### src/core/caw_map.vh
// Word offsets, bit positions, reset values and codes of the auxiliary status words
`ifndef CAW_MAP_VH
`define CAW_MAP_VH

// ----------------------------------------------------------------------------
// Word offsets in the auxiliary word area
// ----------------------------------------------------------------------------
`define CAW_OFS_HOUR_DATE      8'h13
`define CAW_OFS_MONTH_YEAR     8'h14
`define CAW_OFS_WDAY_CTRL      8'h15
`define CAW_OFS_IO_COUNTS      8'h16
`define CAW_OFS_PWR_DOWN       8'h17
`define CAW_OFS_STATUS         8'h18

// ----------------------------------------------------------------------------
// Bit positions
// ----------------------------------------------------------------------------
`define CAW_BIT_ADJUST         13
`define CAW_BIT_HALT           14
`define CAW_BIT_LOAD           15
`define CAW_BIT_ERR_POWERUP    0
`define CAW_BIT_ERR_STARTUP    1
`define CAW_BIT_ERR_RUN        2
`define CAW_BIT_PORT_PERIPH    3
`define CAW_BIT_PORT_SERIAL    4
`define CAW_BIT_LONG_CYCLE     5

// ----------------------------------------------------------------------------
// Calendar limits and reset values (BCD)
// ----------------------------------------------------------------------------
`define CAW_BCD_ZERO           8'h00
`define CAW_BCD_ONE            8'h01
`define CAW_SEC_MAX            8'h59
`define CAW_SEC_HALF           8'h30
`define CAW_MIN_MAX            8'h59
`define CAW_HOUR_MAX           8'h23
`define CAW_MONTH_MAX          8'h12
`define CAW_YEAR_MAX           8'h99
`define CAW_WDAY_MAX           8'h06
`define CAW_DAYS_31            8'h31
`define CAW_DAYS_30            8'h30
`define CAW_DAYS_29            8'h29
`define CAW_DAYS_28            8'h28
`define CAW_MONTH_FEB          8'h02
`define CAW_WORD_ZERO          16'h0000

// ----------------------------------------------------------------------------
// Bus error codes
// ----------------------------------------------------------------------------
`define CAW_ERR_KIND_INPUT     3'h0
`define CAW_ERR_KIND_OUTPUT    3'h1
`define CAW_ERR_KIND_SLOT1     3'h2
`define CAW_ERR_KIND_SLOT2     3'h3
`define CAW_ERR_KIND_ENDCOVER  3'h4
`define CAW_CODE_OUT_TENS_LO   4'h8
`define CAW_CODE_OUT_TENS_HI   4'h9
`define CAW_CODE_SLOT1         8'hF0
`define CAW_CODE_SLOT2         8'hF1
`define CAW_CODE_ENDCOVER      8'hFF
`define CAW_CODE_NONE          8'h00

`endif

### src/core/caw_bcd_step.v
// Two-digit BCD incrementer with wrap between a low and a high bound
`timescale 1ns/1ns

module caw_bcd_step
(
  // Current value and bounds
  input  wire [7:0] value_in,
  input  wire [7:0] low_in,
  input  wire [7:0] high_in,
  input  wire       en_in,
  // Result
  output reg  [7:0] next_out,
  output reg        carry_out
);

  always @*
  begin
    next_out  = value_in;
    carry_out = 1'b0;
    if (en_in)
    begin
      if (value_in >= high_in)
      begin
        // Out-of-range values written by software also wrap here
        next_out  = low_in;
        carry_out = 1'b1;
      end
      else if (value_in[3:0] == 4'h9)
        next_out = {value_in[7:4] + 4'h1, 4'h0};
      else
        next_out = {value_in[7:4], value_in[3:0] + 4'h1};
    end
  end

endmodule // caw_bcd_step

### src/core/caw_aux_words.v
// Auxiliary status and control words: calendar, I/O counts, power-down count, error flags
`timescale 1ns/1ns
`include "caw_map.vh"

module caw_aux_words
(
  // Clock and reset
  input  wire        ref_clk_in,
  input  wire        rst_in,
  // Word access port
  input  wire [7:0]  addr_in,
  input  wire        rd_en_in,
  input  wire        wr_en_in,
  input  wire [15:0] wr_data_in,
  output reg  [15:0] rd_data_out,
  // Clock module
  input  wire        clk_module_present_in,
  input  wire        sec_tick_in,
  output reg         clock_running_out,
  // Power supply
  input  wire        power_down_in,
  // I/O allocation
  input  wire        io_alloc_valid_in,
  input  wire        io_overflow_in,
  input  wire [7:0]  in_words_in,
  input  wire [7:0]  out_words_in,
  // Setup block checks
  input  wire        setup_powerup_chk_in,
  input  wire        setup_powerup_err_in,
  input  wire        setup_startup_chk_in,
  input  wire        setup_startup_err_in,
  input  wire        setup_run_chk_in,
  input  wire        setup_run_err_in,
  // Port settings and cycle monitor
  input  wire        periph_port_changing_in,
  input  wire        serial_port_changing_in,
  input  wire        cycle_done_in,
  input  wire [15:0] cycle_time_in,
  input  wire [15:0] cycle_limit_in,
  // I/O bus error report
  input  wire        bus_err_valid_in,
  input  wire [2:0]  bus_err_kind_in,
  input  wire [3:0]  bus_err_word_in
);

  // --------------------------------------------------------------------------
  // State
  // --------------------------------------------------------------------------
  reg  [7:0]  sec;
  reg  [7:0]  minute;
  reg  [7:0]  hour;
  reg  [7:0]  date;
  reg  [7:0]  month;
  reg  [7:0]  year;
  reg  [7:0]  wday;
  reg         halt;
  reg         load;
  reg         adjust;
  reg  [7:0]  in_count;
  reg  [7:0]  out_count;
  reg  [15:0] pwr_count;
  reg         err_powerup;
  reg         err_startup;
  reg         err_run;
  reg         port_periph;
  reg         port_serial;
  reg         long_cycle;
  reg  [7:0]  bus_err_code;

  wire        wr_hd   = wr_en_in && (addr_in == `CAW_OFS_HOUR_DATE);
  wire        wr_my   = wr_en_in && (addr_in == `CAW_OFS_MONTH_YEAR);
  wire        wr_ctrl = wr_en_in && (addr_in == `CAW_OFS_WDAY_CTRL);
  wire        wr_pwr  = wr_en_in && (addr_in == `CAW_OFS_PWR_DOWN);

  // --------------------------------------------------------------------------
  // Calendar carry chain
  // --------------------------------------------------------------------------
  // Clock only moves with the module fitted and not halted
  wire        running  = clk_module_present_in && !halt && !load;
  // Adjust takes the cycle over; a tick landing on it is dropped
  wire        do_adjust = running && adjust;
  wire        do_tick   = running && !adjust && sec_tick_in;
  wire        round_up  = (sec >= `CAW_SEC_HALF);

  wire [7:0]  next_sec;
  wire [7:0]  next_min;
  wire [7:0]  next_hour;
  wire [7:0]  next_date;
  wire [7:0]  next_month;
  wire [7:0]  next_year;
  wire [7:0]  next_wday;
  wire        sec_carry;
  wire        min_carry;
  wire        hour_carry;
  wire        date_carry;
  wire        month_carry;
  wire        min_en   = (do_tick && sec_carry) || (do_adjust && round_up);
  wire        hour_en  = min_en && min_carry;
  wire        date_en  = hour_en && hour_carry;
  wire        month_en = date_en && date_carry;
  wire        year_en  = month_en && month_carry;
  reg  [7:0]  date_max;
  wire        leap_year;

  // BCD year divisible by four: even tens with 0/4/8, odd tens with 2/6
  assign leap_year = year[4] ? (year[3:0] == 4'h2 || year[3:0] == 4'h6)
                             : (year[3:0] == 4'h0 || year[3:0] == 4'h4 ||
                                year[3:0] == 4'h8);

  always @*
  begin
    date_max = `CAW_DAYS_31;
    case (month)
      8'h04, 8'h06, 8'h09, 8'h11: date_max = `CAW_DAYS_30;
      `CAW_MONTH_FEB:             date_max = leap_year ? `CAW_DAYS_29 : `CAW_DAYS_28;
      default:                    date_max = `CAW_DAYS_31;
    endcase
  end

  caw_bcd_step u_sec
  (
    .value_in  (sec),
    .low_in    (`CAW_BCD_ZERO),
    .high_in   (`CAW_SEC_MAX),
    .en_in     (do_tick),
    .next_out  (next_sec),
    .carry_out (sec_carry)
  );

  caw_bcd_step u_min
  (
    .value_in  (minute),
    .low_in    (`CAW_BCD_ZERO),
    .high_in   (`CAW_MIN_MAX),
    .en_in     (min_en),
    .next_out  (next_min),
    .carry_out (min_carry)
  );

  caw_bcd_step u_hour
  (
    .value_in  (hour),
    .low_in    (`CAW_BCD_ZERO),
    .high_in   (`CAW_HOUR_MAX),
    .en_in     (hour_en),
    .next_out  (next_hour),
    .carry_out (hour_carry)
  );

  caw_bcd_step u_date
  (
    .value_in  (date),
    .low_in    (`CAW_BCD_ONE),
    .high_in   (date_max),
    .en_in     (date_en),
    .next_out  (next_date),
    .carry_out (date_carry)
  );

  caw_bcd_step u_month
  (
    .value_in  (month),
    .low_in    (`CAW_BCD_ONE),
    .high_in   (`CAW_MONTH_MAX),
    .en_in     (month_en),
    .next_out  (next_month),
    .carry_out (month_carry)
  );

  caw_bcd_step u_year
  (
    .value_in  (year),
    .low_in    (`CAW_BCD_ZERO),
    .high_in   (`CAW_YEAR_MAX),
    .en_in     (year_en),
    .next_out  (next_year),
    .carry_out ()
  );

  caw_bcd_step u_wday
  (
    .value_in  (wday),
    .low_in    (`CAW_BCD_ZERO),
    .high_in   (`CAW_WDAY_MAX),
    .en_in     (date_en),
    .next_out  (next_wday),
    .carry_out ()
  );

  // --------------------------------------------------------------------------
  // Calendar registers and clock controls
  // --------------------------------------------------------------------------
  always @(posedge ref_clk_in or posedge rst_in)
  begin
    if (rst_in)
    begin
      sec    <= `CAW_BCD_ZERO;
      minute <= `CAW_BCD_ZERO;
      hour   <= `CAW_BCD_ZERO;
      date   <= `CAW_BCD_ONE;
      month  <= `CAW_BCD_ONE;
      year   <= `CAW_BCD_ZERO;
      wday   <= `CAW_BCD_ZERO;
      halt   <= 1'b0;
      load   <= 1'b0;
      adjust <= 1'b0;
    end
    else
    begin
      sec    <= do_adjust ? `CAW_BCD_ZERO : next_sec;
      minute <= next_min;
      wday   <= next_wday;
      if (halt && wr_hd)
      begin
        hour <= wr_data_in[7:0];
        date <= wr_data_in[15:8];
      end
      else
      begin
        hour <= next_hour;
        date <= next_date;
      end
      if (halt && wr_my)
      begin
        month <= wr_data_in[7:0];
        year  <= wr_data_in[15:8];
      end
      else
      begin
        month <= next_month;
        year  <= next_year;
      end
      if (halt && wr_ctrl)
        wday <= wr_data_in[7:0];
      // A fresh software write wins over the self-clear in the same cycle
      if (wr_ctrl)
      begin
        halt   <= wr_data_in[`CAW_BIT_HALT];
        load   <= wr_data_in[`CAW_BIT_LOAD];
        adjust <= wr_data_in[`CAW_BIT_ADJUST];
      end
      else
      begin
        if (load)
        begin
          halt <= 1'b0;
          load <= 1'b0;
        end
        if (do_adjust)
          adjust <= 1'b0;
      end
    end
  end

  // --------------------------------------------------------------------------
  // Power-down counter
  // --------------------------------------------------------------------------
  wire [7:0]  next_pwr_lo;
  wire [7:0]  next_pwr_hi;
  wire        pwr_lo_carry;
  // Only a zero write clears; a clear meeting an event leaves a count of one
  wire [15:0] pwr_base = (wr_pwr && wr_data_in == `CAW_WORD_ZERO) ?
                         `CAW_WORD_ZERO : pwr_count;

  caw_bcd_step u_pwr_lo
  (
    .value_in  (pwr_base[7:0]),
    .low_in    (`CAW_BCD_ZERO),
    .high_in   (`CAW_YEAR_MAX),
    .en_in     (power_down_in),
    .next_out  (next_pwr_lo),
    .carry_out (pwr_lo_carry)
  );

  caw_bcd_step u_pwr_hi
  (
    .value_in  (pwr_base[15:8]),
    .low_in    (`CAW_BCD_ZERO),
    .high_in   (`CAW_YEAR_MAX),
    .en_in     (power_down_in && pwr_lo_carry),
    .next_out  (next_pwr_hi),
    .carry_out ()
  );

  // --------------------------------------------------------------------------
  // Status capture
  // --------------------------------------------------------------------------
  reg  [7:0]  next_code;
  wire [3:0]  word_low = (bus_err_word_in >= 4'hA) ? bus_err_word_in - 4'hA : bus_err_word_in;
  wire        word_ten = (bus_err_word_in >= 4'hA);

  always @*
  begin
    next_code = bus_err_code;
    case (bus_err_kind_in)
      `CAW_ERR_KIND_INPUT:    next_code = {3'h0, word_ten, word_low};
      `CAW_ERR_KIND_OUTPUT:   next_code = {word_ten ? `CAW_CODE_OUT_TENS_HI
                                                    : `CAW_CODE_OUT_TENS_LO, word_low};
      `CAW_ERR_KIND_SLOT1:    next_code = `CAW_CODE_SLOT1;
      `CAW_ERR_KIND_SLOT2:    next_code = `CAW_CODE_SLOT2;
      `CAW_ERR_KIND_ENDCOVER: next_code = `CAW_CODE_ENDCOVER;
      default:                next_code = bus_err_code;
    endcase
  end

  always @(posedge ref_clk_in or posedge rst_in)
  begin
    if (rst_in)
    begin
      pwr_count    <= `CAW_WORD_ZERO;
      in_count     <= `CAW_BCD_ZERO;
      out_count    <= `CAW_BCD_ZERO;
      err_powerup  <= 1'b0;
      err_startup  <= 1'b0;
      err_run      <= 1'b0;
      port_periph  <= 1'b0;
      port_serial  <= 1'b0;
      long_cycle   <= 1'b0;
      bus_err_code <= `CAW_CODE_NONE;
    end
    else
    begin
      pwr_count   <= {next_pwr_hi, next_pwr_lo};
      port_periph <= periph_port_changing_in;
      port_serial <= serial_port_changing_in;
      if (io_alloc_valid_in)
      begin
        in_count  <= io_overflow_in ? `CAW_BCD_ZERO : in_words_in;
        out_count <= io_overflow_in ? `CAW_BCD_ZERO : out_words_in;
      end
      // Each setup error flag is re-evaluated only by its own check and holds between checks
      if (setup_powerup_chk_in)
        err_powerup <= setup_powerup_err_in;
      if (setup_startup_chk_in)
        err_startup <= setup_startup_err_in;
      if (setup_run_chk_in)
        err_run <= setup_run_err_in;
      // BCD words order like binary, so a plain compare is exact
      if (cycle_done_in)
        long_cycle <= (cycle_time_in > cycle_limit_in);
      if (bus_err_valid_in)
        bus_err_code <= next_code;
    end
  end

  // --------------------------------------------------------------------------
  // Read port
  // --------------------------------------------------------------------------
  reg  [15:0] next_rd;

  always @*
  begin
    next_rd = `CAW_WORD_ZERO;
    case (addr_in)
      `CAW_OFS_HOUR_DATE:  next_rd = {date, hour};
      `CAW_OFS_MONTH_YEAR: next_rd = {year, month};
      `CAW_OFS_WDAY_CTRL:  next_rd = {load, halt, adjust, 5'h00, wday};
      `CAW_OFS_IO_COUNTS:  next_rd = {out_count, in_count};
      `CAW_OFS_PWR_DOWN:   next_rd = pwr_count;
      `CAW_OFS_STATUS:     next_rd = {bus_err_code, 2'h0, long_cycle, port_serial,
                                      port_periph, err_run, err_startup, err_powerup};
      default:             next_rd = `CAW_WORD_ZERO;
    endcase
  end

  always @(posedge ref_clk_in or posedge rst_in)
  begin
    if (rst_in)
    begin
      rd_data_out       <= `CAW_WORD_ZERO;
      clock_running_out <= 1'b0;
    end
    else
    begin
      if (rd_en_in)
        rd_data_out <= next_rd;
      clock_running_out <= running;
    end
  end

endmodule // caw_aux_words

### config.mk
export PLATFORM = sky130hd
export DESIGN_NAME = caw_aux_words
export DESIGN_NICKNAME = d
export VERILOG_FILES = /design/src/core/caw_bcd_step.v /design/src/core/caw_aux_words.v
export VERILOG_INCLUDE_DIRS = /design/src /design/src/core
export SDC_FILE = /design/constraint.sdc
export NUM_CORES = 1
export LEC_CHECK = 0
export ABC_CLOCK_PERIOD_IN_PS = 7550
export BUFFER_PORTS_ARGS = -buffer_cell sky130_fd_sc_hd__buf_2
export CAP_MARGIN = 20
export CORE_MARGIN = 4
export CORE_UTILIZATION = 34
export DETAILED_ROUTE_END_ITERATION = 16
export SYNTH_ARGS = -nofsm -noshare
export SYNTH_HDL_FRONTEND = slang
export SYNTH_HIERARCHICAL = 1
export SYNTH_SLANG_ARGS = --single-unit
### constraint.sdc
create_clock -name ref_clk_in -period 7.55 [get_ports ref_clk_in]
set_clock_uncertainty 0.05 [all_clocks]
set_input_delay 1.1325 -clock ref_clk_in [delete_from_list [all_inputs] [get_ports ref_clk_in]]
set_output_delay 1.1325 -clock ref_clk_in [all_outputs]
set_load 0.02 [all_outputs]
---- Word-level counts from Yosys, hierarchy flattened ----
Cells that the tools add are included.
W data, S select, Z words.
storage, ports and cells
  bits in registers ....................... 122
  latch bits .............................. 0
  bits in writable memories ............... 0
  bits in read-only memories .............. 0
  input bits .............................. 98
  output and inout port bits .............. 17
  logic and storage cells ................. 202
  memories kept ........................... 0
cells by class
  add/sub/neg operators ................... 19
  multipliers ............................. 0
  divide/modulo/power cells ............... 0
  magnitude comparators ................... 12
  equality and inequality tests ........... 28
  shift operators ......................... 0
  muxes and demuxes ....................... 59
  bitwise gates (word level) .............. 0
  reduce and logical (&&, ||, !) cells .... 55
operators with widths
  operator               number
  $mux W8                34
  $pmux W16 S6           1
  $add A4 B1 Y4 const B  18
  $eq A8 B5 Y1 const B   7
  $eq A4 B4 Y1 const B   10
  $pmux W8 S5            1
  $ge A8 B8 Y1 const B   3
  $logic_and A1 B1 Y1    20
  $mux W1                20
  $reduce_bool A2 Y1     9
  $reduce_bool A3 Y1     6
  $eq A8 B3 Y1 const B   2
  $ge A8 B6 Y1 const B   2
  $ge A8 B7 Y1 const B   2
  $gt A16 B16 Y1         1
  $logic_not A16 Y1      1
  $mux W16               1
  $reduce_and A2 Y1      8
  $pmux W5 S2            1
  $eq A4 B3 Y1 const B   2
  $eq A8 B2 Y1 const B   1
  $eq A8 B4 Y1 const B   1
  $ge A8 B3 Y1 const B   1
  $ge A8 B5 Y1 const B   1
  14 further kinds       20

---- Logic depth before layout (Yosys ltp) ----
Gate-level depths: netlist of the first run.
  depth after elaboration ................. 18
  depth in mapped cells ................... 22
  mapped depth without buffers ............ 22

---- Cells and area by module ----
The synthesis of the first run kept the hierarchy.
modules (own cells, without submodules)
  module         instances  cells an instance  area each (µm²)  seq. area each (µm²)
  caw_aux_words  1          546                5855.6           3030.4
  caw_bcd_step   9          74                 531.8            0.0

---- Worst setup path after synthesis of the first run ----
Ideal clock, no wire load.
  path kind ............................... input -> register
  start point ............................. input port clk_module_present_in
  end point ............................... register year[3]
  setup time .............................. 125 ps
  arrival time ............................ 4721 ps
  data required time ...................... 7375 ps
  setup slack ............................. 2655 ps
  stages on the path ...................... 18
  buffers on the path ..................... 0
  path through ............................ nor3b_1 -> and3b_1 -> and2_1 -> a22o_1 -> and2_1 -> nand2_1 -> a21oi_1 -> and2_1 -> and2_1 -> and2_1 -> and3_1 -> and2_1 -> and2_1 -> nand2_1 -> o21ai_0 -> nand2_1 -> mux2_1 -> mux2_2
on the way
  longest elaborated chain between the ends .. 16
  elaborated cells between the ends (all ways) .. 18
  those cells by class .................... 5 x mux; 13 x reduce/logical
RTL lines
  element                              RTL line             RTL
  start: declaration                   caw_aux_words.v:17   input wire clk_module_present_in,
  $logic_and A1 B1 Y1 (2 in series)    caw_aux_words.v:79   wire running = clk_module_present_in && !halt && !load;
  $logic_and A1 B1 Y1 (2 in series)    caw_aux_words.v:82   wire do_tick = running && !adjust && sec_tick_in;
  net do_tick                          caw_aux_words.v:82
  $mux W1                              caw_bcd_step.v:20    if (en_in)
  net sec_carry                        caw_aux_words.v:92   wire sec_carry;
  $logic_and A1 B1 Y1                  caw_aux_words.v:97   wire min_en = (do_tick && sec_carry) || (do_adjust && round_up);
  $logic_or A1 B1 Y1                   caw_aux_words.v:97
  net min_en                           caw_aux_words.v:97
  [... 1 more ...]                     --
  net min_carry                        caw_aux_words.v:93   wire min_carry;
  [... 1 more ...]                     --
  net hour_en                          caw_aux_words.v:98   wire hour_en = min_en && min_carry;
  [... 1 more ...]                     --
  net hour_carry                       caw_aux_words.v:94   wire hour_carry;
  [... 1 more ...]                     --
  net date_en                          caw_aux_words.v:99   wire date_en = hour_en && hour_carry;
  [... 1 more ...]                     --
  net date_carry                       caw_aux_words.v:95   wire date_carry;
  $logic_and A1 B1 Y1                  caw_aux_words.v:100  wire month_en = date_en && date_carry;
  net month_en                         caw_aux_words.v:100
  $mux W1                              caw_bcd_step.v:20
  net month_carry                      caw_aux_words.v:96   wire month_carry;
  $logic_and A1 B1 Y1                  caw_aux_words.v:101  wire year_en = month_en && month_carry;
  net year_en                          caw_aux_words.v:101
  $reduce_bool A2 Y1 (no source line)  --
  end signal: assignment               caw_aux_words.v:202  year <= `CAW_BCD_ZERO;
  end signal: assignment               caw_aux_words.v:226  year <= wr_data_in[15:8];
  end signal: assignment               caw_aux_words.v:231  year <= next_year;
  end: declaration                     caw_aux_words.v:54   reg [7:0] year;
The timed path passes the listed nets, and every way through them passes these cells.
A chain may end at the register's enable or synchronous reset.

---- Worst setup path in the final report of the first run ----
  start point ............................. input port clk_module_present_in
  end point ............................... register year[3]
on the way
  longest elaborated chain between the ends .. 16
  elaborated cells between the ends (all ways) .. 18
  those cells by class .................... 5 x mux; 13 x reduce/logical
RTL lines
  element                              RTL line
  $logic_and A1 B1 Y1 (2 in series)    caw_aux_words.v:79
  net running                          caw_aux_words.v:79
  $logic_and A1 B1 Y1 (2 in series)    caw_aux_words.v:82
  net do_tick                          caw_aux_words.v:82
  $mux W1                              caw_bcd_step.v:20
  net sec_carry                        caw_aux_words.v:92
  $logic_and A1 B1 Y1                  caw_aux_words.v:97
  $logic_or A1 B1 Y1                   caw_aux_words.v:97
  net min_en                           caw_aux_words.v:97
  [... 1 more ...]                     --
  net min_carry                        caw_aux_words.v:93
  [... 1 more ...]                     --
  net hour_en                          caw_aux_words.v:98
  [... 1 more ...]                     --
  net hour_carry                       caw_aux_words.v:94
  [... 1 more ...]                     --
  net date_en                          caw_aux_words.v:99
  [... 1 more ...]                     --
  net date_carry                       caw_aux_words.v:95
  $logic_and A1 B1 Y1                  caw_aux_words.v:100
  net month_en                         caw_aux_words.v:100
  $mux W1                              caw_bcd_step.v:20
  net month_carry                      caw_aux_words.v:96
  $logic_and A1 B1 Y1                  caw_aux_words.v:101
  net year_en                          caw_aux_words.v:101
  $reduce_bool A2 Y1 (no source line)  --
The timed path passes the listed nets, and every way through them passes these cells.

==> results.md, run 1 <==
Floorplan:
- The floorplan row count is 64.
- The die covers 34,200 um^2.
- The floorplan step set the die height to 185 um.
- Once the floorplan was initialized, standard cells occupied 34.6% of the core.
- Measured along the x axis, the die boundary spans 185 um.
- 115 I/O pins were placed.
- The region available for standard cell placement spans 30,700 um^2.

Clocking:
- The count of H-tree levels built during CTS is 4.
- The clock latency on the worst-skew pair is 0.42 ns.
- The number of hold-repair buffers added at the cts stage is 0.
- In this run the deepest clock path goes through 2 buffers.
- The TritonCTS clock tree is done.
- The clock-pin transition on the worst setup and hold timing paths is 0.06 ns.
- The number of sinks driven by the clock tree is 121.
- The tree is rooted in a clkbuf_16.
- Buffers inserted during clock tree synthesis total 17.
- Buffers added to address setup during post-CTS repair amount to 0.
- The number of gates given a new drive strength after cts is 0.

Setup path:
- Of all nets on the critical path, the largest fanout is 32.
- The type of the worst setup path is in -> reg.
- For this design, the slowest cell found on the critical path is nor3b_1.
- The register-to-register setup slack is 1.43 ns.
- The number of buffers and inverters on the critical path is 3.
- The data arrival time at the worst-slack endpoint is 6.71 ns.
- For this run, the slowest stage of the critical path takes 0.66 ns.
- The cell family contributing the most delay on the critical path is simple AND/OR/NAND/NOR gates.
- The type of origin of the critical path is an input pin.
- The element type at the critical path end is a flop.
- The signal on the critical path passes through buf_2 -> nor3b_1 -> and3b_1 -> and2_1 -> a22o_1 -> and2_1 -> nand2_1 -> a21oi_1 -> buf_4 -> and2_1 -> and2_1 -> buf_4 -> and2_1 -> and3_1 -> and2_1 -> and2_1 -> nand2_1 -> o21ai_0 -> nand2_1 -> mux2_1 -> mux2_2.
- The required time of the worst setup path is 7.80 ns.
- In this design, the critical path's most frequently occurring cell is and2_1.

Timing:
- The setup TNS is 0 ns.
- The worst path uses 85.5% of the clock period.
- For the pin with the worst max-slew slack, the measured transition is 0.897 ns.
- The final count of hold timing violations is 0.
- Setup repair after global routing left no endpoint under its margin.
- The maximum achievable frequency is 155 MHz.
- The smallest hold slack is 0.435 ns.
- The normalized max-slew margin is 40.1%.
- The number of slew-limit violations in the final report came to 0.
- The shortest clock period the worst path allows after layout is 6.46 ns.
- In the post-route analysis, the smallest setup slack over all paths is 1.09 ns.
- Setup violations remaining at the end of the flow were counted as 0.

Logic synthesis:
- The share of synthesized area in the top cell type comes to 28.0%.
- After synthesis, the most frequently instantiated cells are inv_1, dfrtp_1, nand2_1, ha_1, o21ai_0.
- After synthesis, the mean cell area works out to 8.78 um^2.
- The most numerous cell in the Yosys netlist is inv_1.
- The count of state elements after synthesis is 121.
- The largest total area in the synthesized netlist belongs to dfrtp_1.
- In this run the cell area of the synthesized design comes to 10,600 um^2.
- The instance count of the mapped netlist is 1,212.
- The main flop type after synthesis is dfrtp_1.
- Counting flops with a built-in enable in the synthesized netlist gives 0.
- The Yosys step of the flow raised 6 warnings.
- For this run, the register share of the synthesized area comes to 28.5%.
- In the post-synthesis netlist, the biggest area contributors are dfrtp_1, ha_1, mux2i_1, inv_1, o21ai_0.
- The async set-reset flop share out of synthesis is 100%.
- The distinct cell type count of the synthesized netlist is 70.

Routing:
- The number of optimization iterations in the first detailed-route pass is 5.
- The average wire length per cell after detail routing is 15.3 um.
- The total via count after detailed routing is 9,368.
- The count of antenna-violating nets left after detailed routing is 0.
- The initial detailed-routing violation count is 549.
- For this block, the routed nets add up to 28.4 mm of wire.
- The via density per instance is 5.04.
- For this run, design rule violations remaining after detail routing come to 0.

Global route:
- Global routing finished with a remaining overflow of 0.
- The global-route usage over all layers is 16.8%.
- The number of global-route vias before repair is 8,700.
- The number of antenna violations at the first check in global routing is 2.
- The maximum number of pins on one net before global-route repair is 45.
- The first global-routing pass estimated 45.8 mm of wire.

Power:
- Power spread over the standard cell area amounts to 209 nW/um^2.
- The maximum vdd ir drop is 137 uV.
- The overall power consumption is 2650 uW.
- For this design the static power due to leakage is 0.00624 uW.

Cells and area:
- The synthesis-to-layout area growth is 18.9%.
- Of the cells placed in the final design, the portion with a size suffix greater than 1 is 16.4%.
- The number of filler instances in the final layout is 3,076.
- The number of nets in the layout is 1,645.
- In the final layout, the registers with the most flip-flops are pwr_count x16, rd_data_out x16.

Place:
- The setup slack at placement is 0.698 ns.
- Detailed placement ended at an HPWL of 22.0 mm.
- Buffers placed on the I/O ports in this run total 114.
- At the end of routability-driven placement, the weighted congestion stood at 0.848.

Status:
- The run finished with clean final reports.

Worst hold path:
- The worst hold path belongs to the class reg -> reg.

Job:
- The number of max-cap violations is 0.
worst min-delay path, delay by kind of cell, from the launching register on:
| family | cells | cell delay [ns] |
|---|---|---|
| compound gates | 1 | 0.06 |
| flops | 1 | 0.34 |
| simple gates | 1 | 0.05 |
kinds of logic (layout without fill, tap and decap cells):
logic type / Yosys count / after routing / synth area share (%)
compound gates: 325 / 325 / 21.0
fa+ha+maj: 98 / 98 / 11.5
simple gates: 353 / 353 / 18.9
xor+xnor: 1 / 1 / 0.0823
other cells: 2 / 143 / 0.0706
buf+inv: 193 / 304 / 7.74
mux: 119 / 119 / 12.1
flops: 121 / 121 / 28.5
through the flow:
step | util (%) | cells | area (um^2)
detailed placement | 39.1 | 1826 | 12000
finish | 41.1 | 1860 | 12700
floorplan | - | 1351 | 11200
global route | 41.1 | 1858 | 12600
global placement | 39.1 | 1826 | 12000
CTS | 41.1 | 1858 | 12600
routing by layer:
| layer | vias to the layer above | global-route usage (%) | share of wire [%] |
|---|---|---|---|
| met2 | 227 | 27.1 | 47 |
| met4 | 2 | 4.20 | 1.8 |
| met3 | 30 | 3.16 | 5.4 |
| met5 | - | 0 | 0.028 |
| li1 | 4679 | - | - |
| met1 | 4430 | 23.2 | 46 |
cells in the final DEF (no fill, tap or decap), types with 12 or more instances in the layout:
cell,instances
nor3_1,15
clkbuf_16,17
mux2_2,31
dfrtp_1,119
a22oi_1,38
nor2_1,51
nor2b_1,50
mux2i_1,62
nor3b_1,12
nand3_1,25
conb_1,141
o21ai_0,89
mux2_1,18
ha_1,98
buf_2,114
inv_1,142
a211o_1,19
a21oi_1,77
and2_1,22
nand2_1,107
o21ai_1,18
power by group:
| part | internal [uW] | total [uW] | switching, uW |
|---|---|---|---|
| combinational | 409 | 909 | 499 |
| sequential | 750 | 860 | 109 |
| clock | 537 | 877 | 340 |
| total | 1700 | 2650 | 949 |
final timing paths:
path,start,end,cells after the start
min in group asynchronous,rst_in,minute[6],2
hold / removal,rd_data_out[13],rd_data_out[13],2
hold reg to reg,rd_data_out[13],rd_data_out[13],2
setup reg to reg,halt,year[3],20
setup / recovery,clk_module_present_in,year[3],21
max in group asynchronous,rst_in,wday[2],3
layout make-up:
class	instances	area, um^2	share of cell area [%]
tap	396	495	3.92
sequential	121	3030	24.0
inverter	153	577	4.56
timing repair buffer	119	608	4.81
clock buffer	18	439	3.47
multi-input combinational	1037	7310	57.8
antenna	2	5.00	0.0396
clock inverter	14	188	1.48
Note: power is estimated with default switching activity, not from simulation.
==> run 2, diff against run 1 <==
--- a/config.mk
+++ b/config.mk
@@ -6,7 +6,7 @@
 export SDC_FILE = /design/constraint.sdc
 export NUM_CORES = 1
 export LEC_CHECK = 0
-export ABC_CLOCK_PERIOD_IN_PS = 7550
+export ABC_AREA = 1
 export BUFFER_PORTS_ARGS = -buffer_cell sky130_fd_sc_hd__buf_2
 export CAP_MARGIN = 20
 export CORE_MARGIN = 4
==> results.md, run 2 <==
Routing:
- Dividing the detail-routed via count by the number of cells gives 4.56.
- The total via count after detailed routing is 12.1k.
- After detailed routing, the average wire length per cell comes to 12.3 um.
- The number of optimization iterations in the first detailed-route pass is 5.
- The initial detailed-routing violation count is 821.
- For this block, the routed nets add up to 32.5 mm of wire.
- The detail route stage leaves a number of antenna-violating nets equal to 0.
- In the routed design, unresolved DRC markers number 0.

Setup path:
- Among the stages of the critical path, the cell type that occurs most often is nand2_1.
- On the critical path, the stage with the largest delay is an instance of nor2_1.
- The required time of the worst setup path is 7.79 ns.
- The startpoint identified for the worst register-to-register timing path is halt.
- For this run, the slowest stage of the critical path takes 0.54 ns.
- Of all nets on the critical path, the largest fanout is 11.
- For flop-to-flop paths, the worst setup slack is 1.15 ns.
- The worst setup path is launched from an input pin.
- The count of cells along the worst register-to-register path is 30.
- The critical path is of the in -> reg type.
- For the worst setup path, the data arrival time is 6.67 ns.
- Tracing the worst setup path back leads to its startpoint at clk_module_present_in.
- The worst setup path is captured at a flop.

Place:
- Timing analysis after detailed placement gives a worst setup slack of 0.790 ns.
- Routability-driven placement finished with a final weighted congestion of 0.871.
- Once detailed placement completed, the half-perimeter wirelength came to 25.3 mm.
- The count of input and output buffers is 114.
- The number of placed instances, taps included, is 2,618.

Timing:
- The number of setup violations in the final report is 0.
- The post-route fraction of the period consumed by the critical path is 85.3%.
- The setup TNS is 0 ns.
- At the pin with the least slew margin, the transition time is 1.05 ns.
- The number of slew-limit violations in the final report is 0.
- Static timing analysis puts the maximum clock frequency at 155 MHz.
- The shortest clock period the worst path allows after layout is 6.44 ns.
- The final count of hold timing violations is 0.
- The normalized max-slew margin is 29.4%.
- Setup repair after global routing left no endpoint under its margin.
- In the post-route analysis, the smallest setup slack over all paths is 1.11 ns.

Power:
- The maximum vdd ir drop is 103 uV.
- The power density normalized to cell area is 177 nW/um^2.
- The leakage power is 0.00802 uW.

Floorplan:
- The die area is 38,800 um^2.
- The number of placed I/O pins is 115.
- The floorplan die width is 197 um.
- The height of the chip is 197 um.
- Row generation in the floorplan step produced 68 rows.
- The initial core utilization is 34.8%.
- The area of the placeable core is 34,900 um^2.

Cells and area:
- The non-filler instance count after layout is 2,651.
- The library cell used most frequently in the layout, excluding fill and tap cells, is nand2_1.
- The number of filler instances in the final layout is 3,778.
- Compared with the post-synthesis result, the final layout area differs by 15.8%.
- The fraction of layout instances using a drive strength above 1 is 11.2%.
- The number of nets in the layout is 2,378.
- The register cell area after layout is 3030 um^2.
- The largest registers in the layout are pwr_count x16, rd_data_out x16.
- In the layout the commonest cells are nand2_1, inv_1, nand3_1.
- In the final layout, the multi-input gates occupy 7760 um^2.

Clocking:
- In this run the post-CTS setup repair buffer count came out at 0.
- Clock-pin slew was measured on the worst setup and hold paths at 0.06 ns.
- The root buffer cell is clkbuf_16.
- TritonCTS built the clock tree.
- Once the clock tree was built, the resizer swapped 0 gates to a different size.
- The count of H-tree levels built during CTS is 4.
- The later pin in the worst-skew pair is clocked with a latency of 0.42 ns.
- The number of sinks driven by the clock tree is 121.
- The total clock buffers created by CTS is 17.
- The number of buffers on the longest clock path is 2.
- The number of hold-repair buffers added at the cts stage is 0.

Logic synthesis:
- Summing every instance area after synthesis gives 12,100 um^2.
- A synthesized cell averages 6.18 um^2.
- The number of synthesis warnings is 6.
- Synthesis handed over a netlist of 1,962 instances.

Global route:
- The layer with the highest usage is met2.
- The first global-routing pass estimated 54.7 mm of wire.
- The number of antenna violations at the first check in global routing is 1.
- In the global route stage, met1 resource usage came out at 23.5%.
- Entering global routing, the biggest net connects 84 pins.
- Global routing used 2.43% of the available met3 tracks.
- The global routing usage on met2 is 27.3%.
- The global-route usage over all layers is 16.9%.
- The global route total overflow is 0.
- The number of global-route vias before repair is 11.4k.

Job:
- The number of max-cap violations is 0.

Status:
- The run finished with clean final reports.

Worst hold path:
- The hold path depth is 2.
- The worst hold-check path type is reg -> reg.
- The startpoint identified for the worst hold timing path is rd_data_out[10].
run 2: routing by layer:
metal | vias up | wire length (um)
li1 | 6363 | -
met3 | 35 | 1350
met1 | 5446 | 15700
met5 | - | 0
met4 | 0 | 614
met2 | 241 | 14800
run 2: worst paths after layout:
check / end
min in group asynchronous: err_run
hold reg to reg: rd_data_out[10]
setup / recovery: year[6]
max in group asynchronous: hour[4]
hold / removal: rd_data_out[10]
setup reg to reg: year[6]
run 2: power by group:
| group | switching (uW) | total, uW | leakage [uW] | internal (uW) |
|---|---|---|---|---|
| logic | 523 | 818 | 0.00614 | 296 |
| registers | 71.4 | 797 | 0.00159 | 725 |
| clock network | 319 | 864 | 0.000289 | 546 |
run 2: area by class of cell:
type	instances	share of cell area, %
Antenna cell	1	0.0178
Clock buffer	22	3.38
Clock inverter	10	1.02
Inverter	383	10.4
Multi-Input combinational cell	1540	55.2
Sequential cell	121	21.6
Tap cell	455	4.05
Timing Repair Buffer	119	4.33
run 2: worst max-delay path, delay by kind of cell:
kind / cells / cell delay, ns
buf+inv: 13 / 2.79
compound gates: 6 / 1.18
simple gates: 11 / 1.56
run 2: stage by stage:
| step | utilization (%) | power [uW] | hold slack (ns) | instance area, um^2 |
|---|---|---|---|---|
| 6_report | 40.3 | 2480 | 0.422 | 14000 |
| 3_5_place_dp | 38.5 | 1630 | 0.410 | 13400 |
| 5_1_grt | 40.3 | 2670 | 0.453 | 14000 |
| 4_1_cts | 40.3 | 2490 | 0.426 | 14000 |
| 2_1_floorplan | - | 1470 | 0.393 | 12600 |
| 3_3_place_gp | 38.5 | 1610 | 0.415 | 13400 |
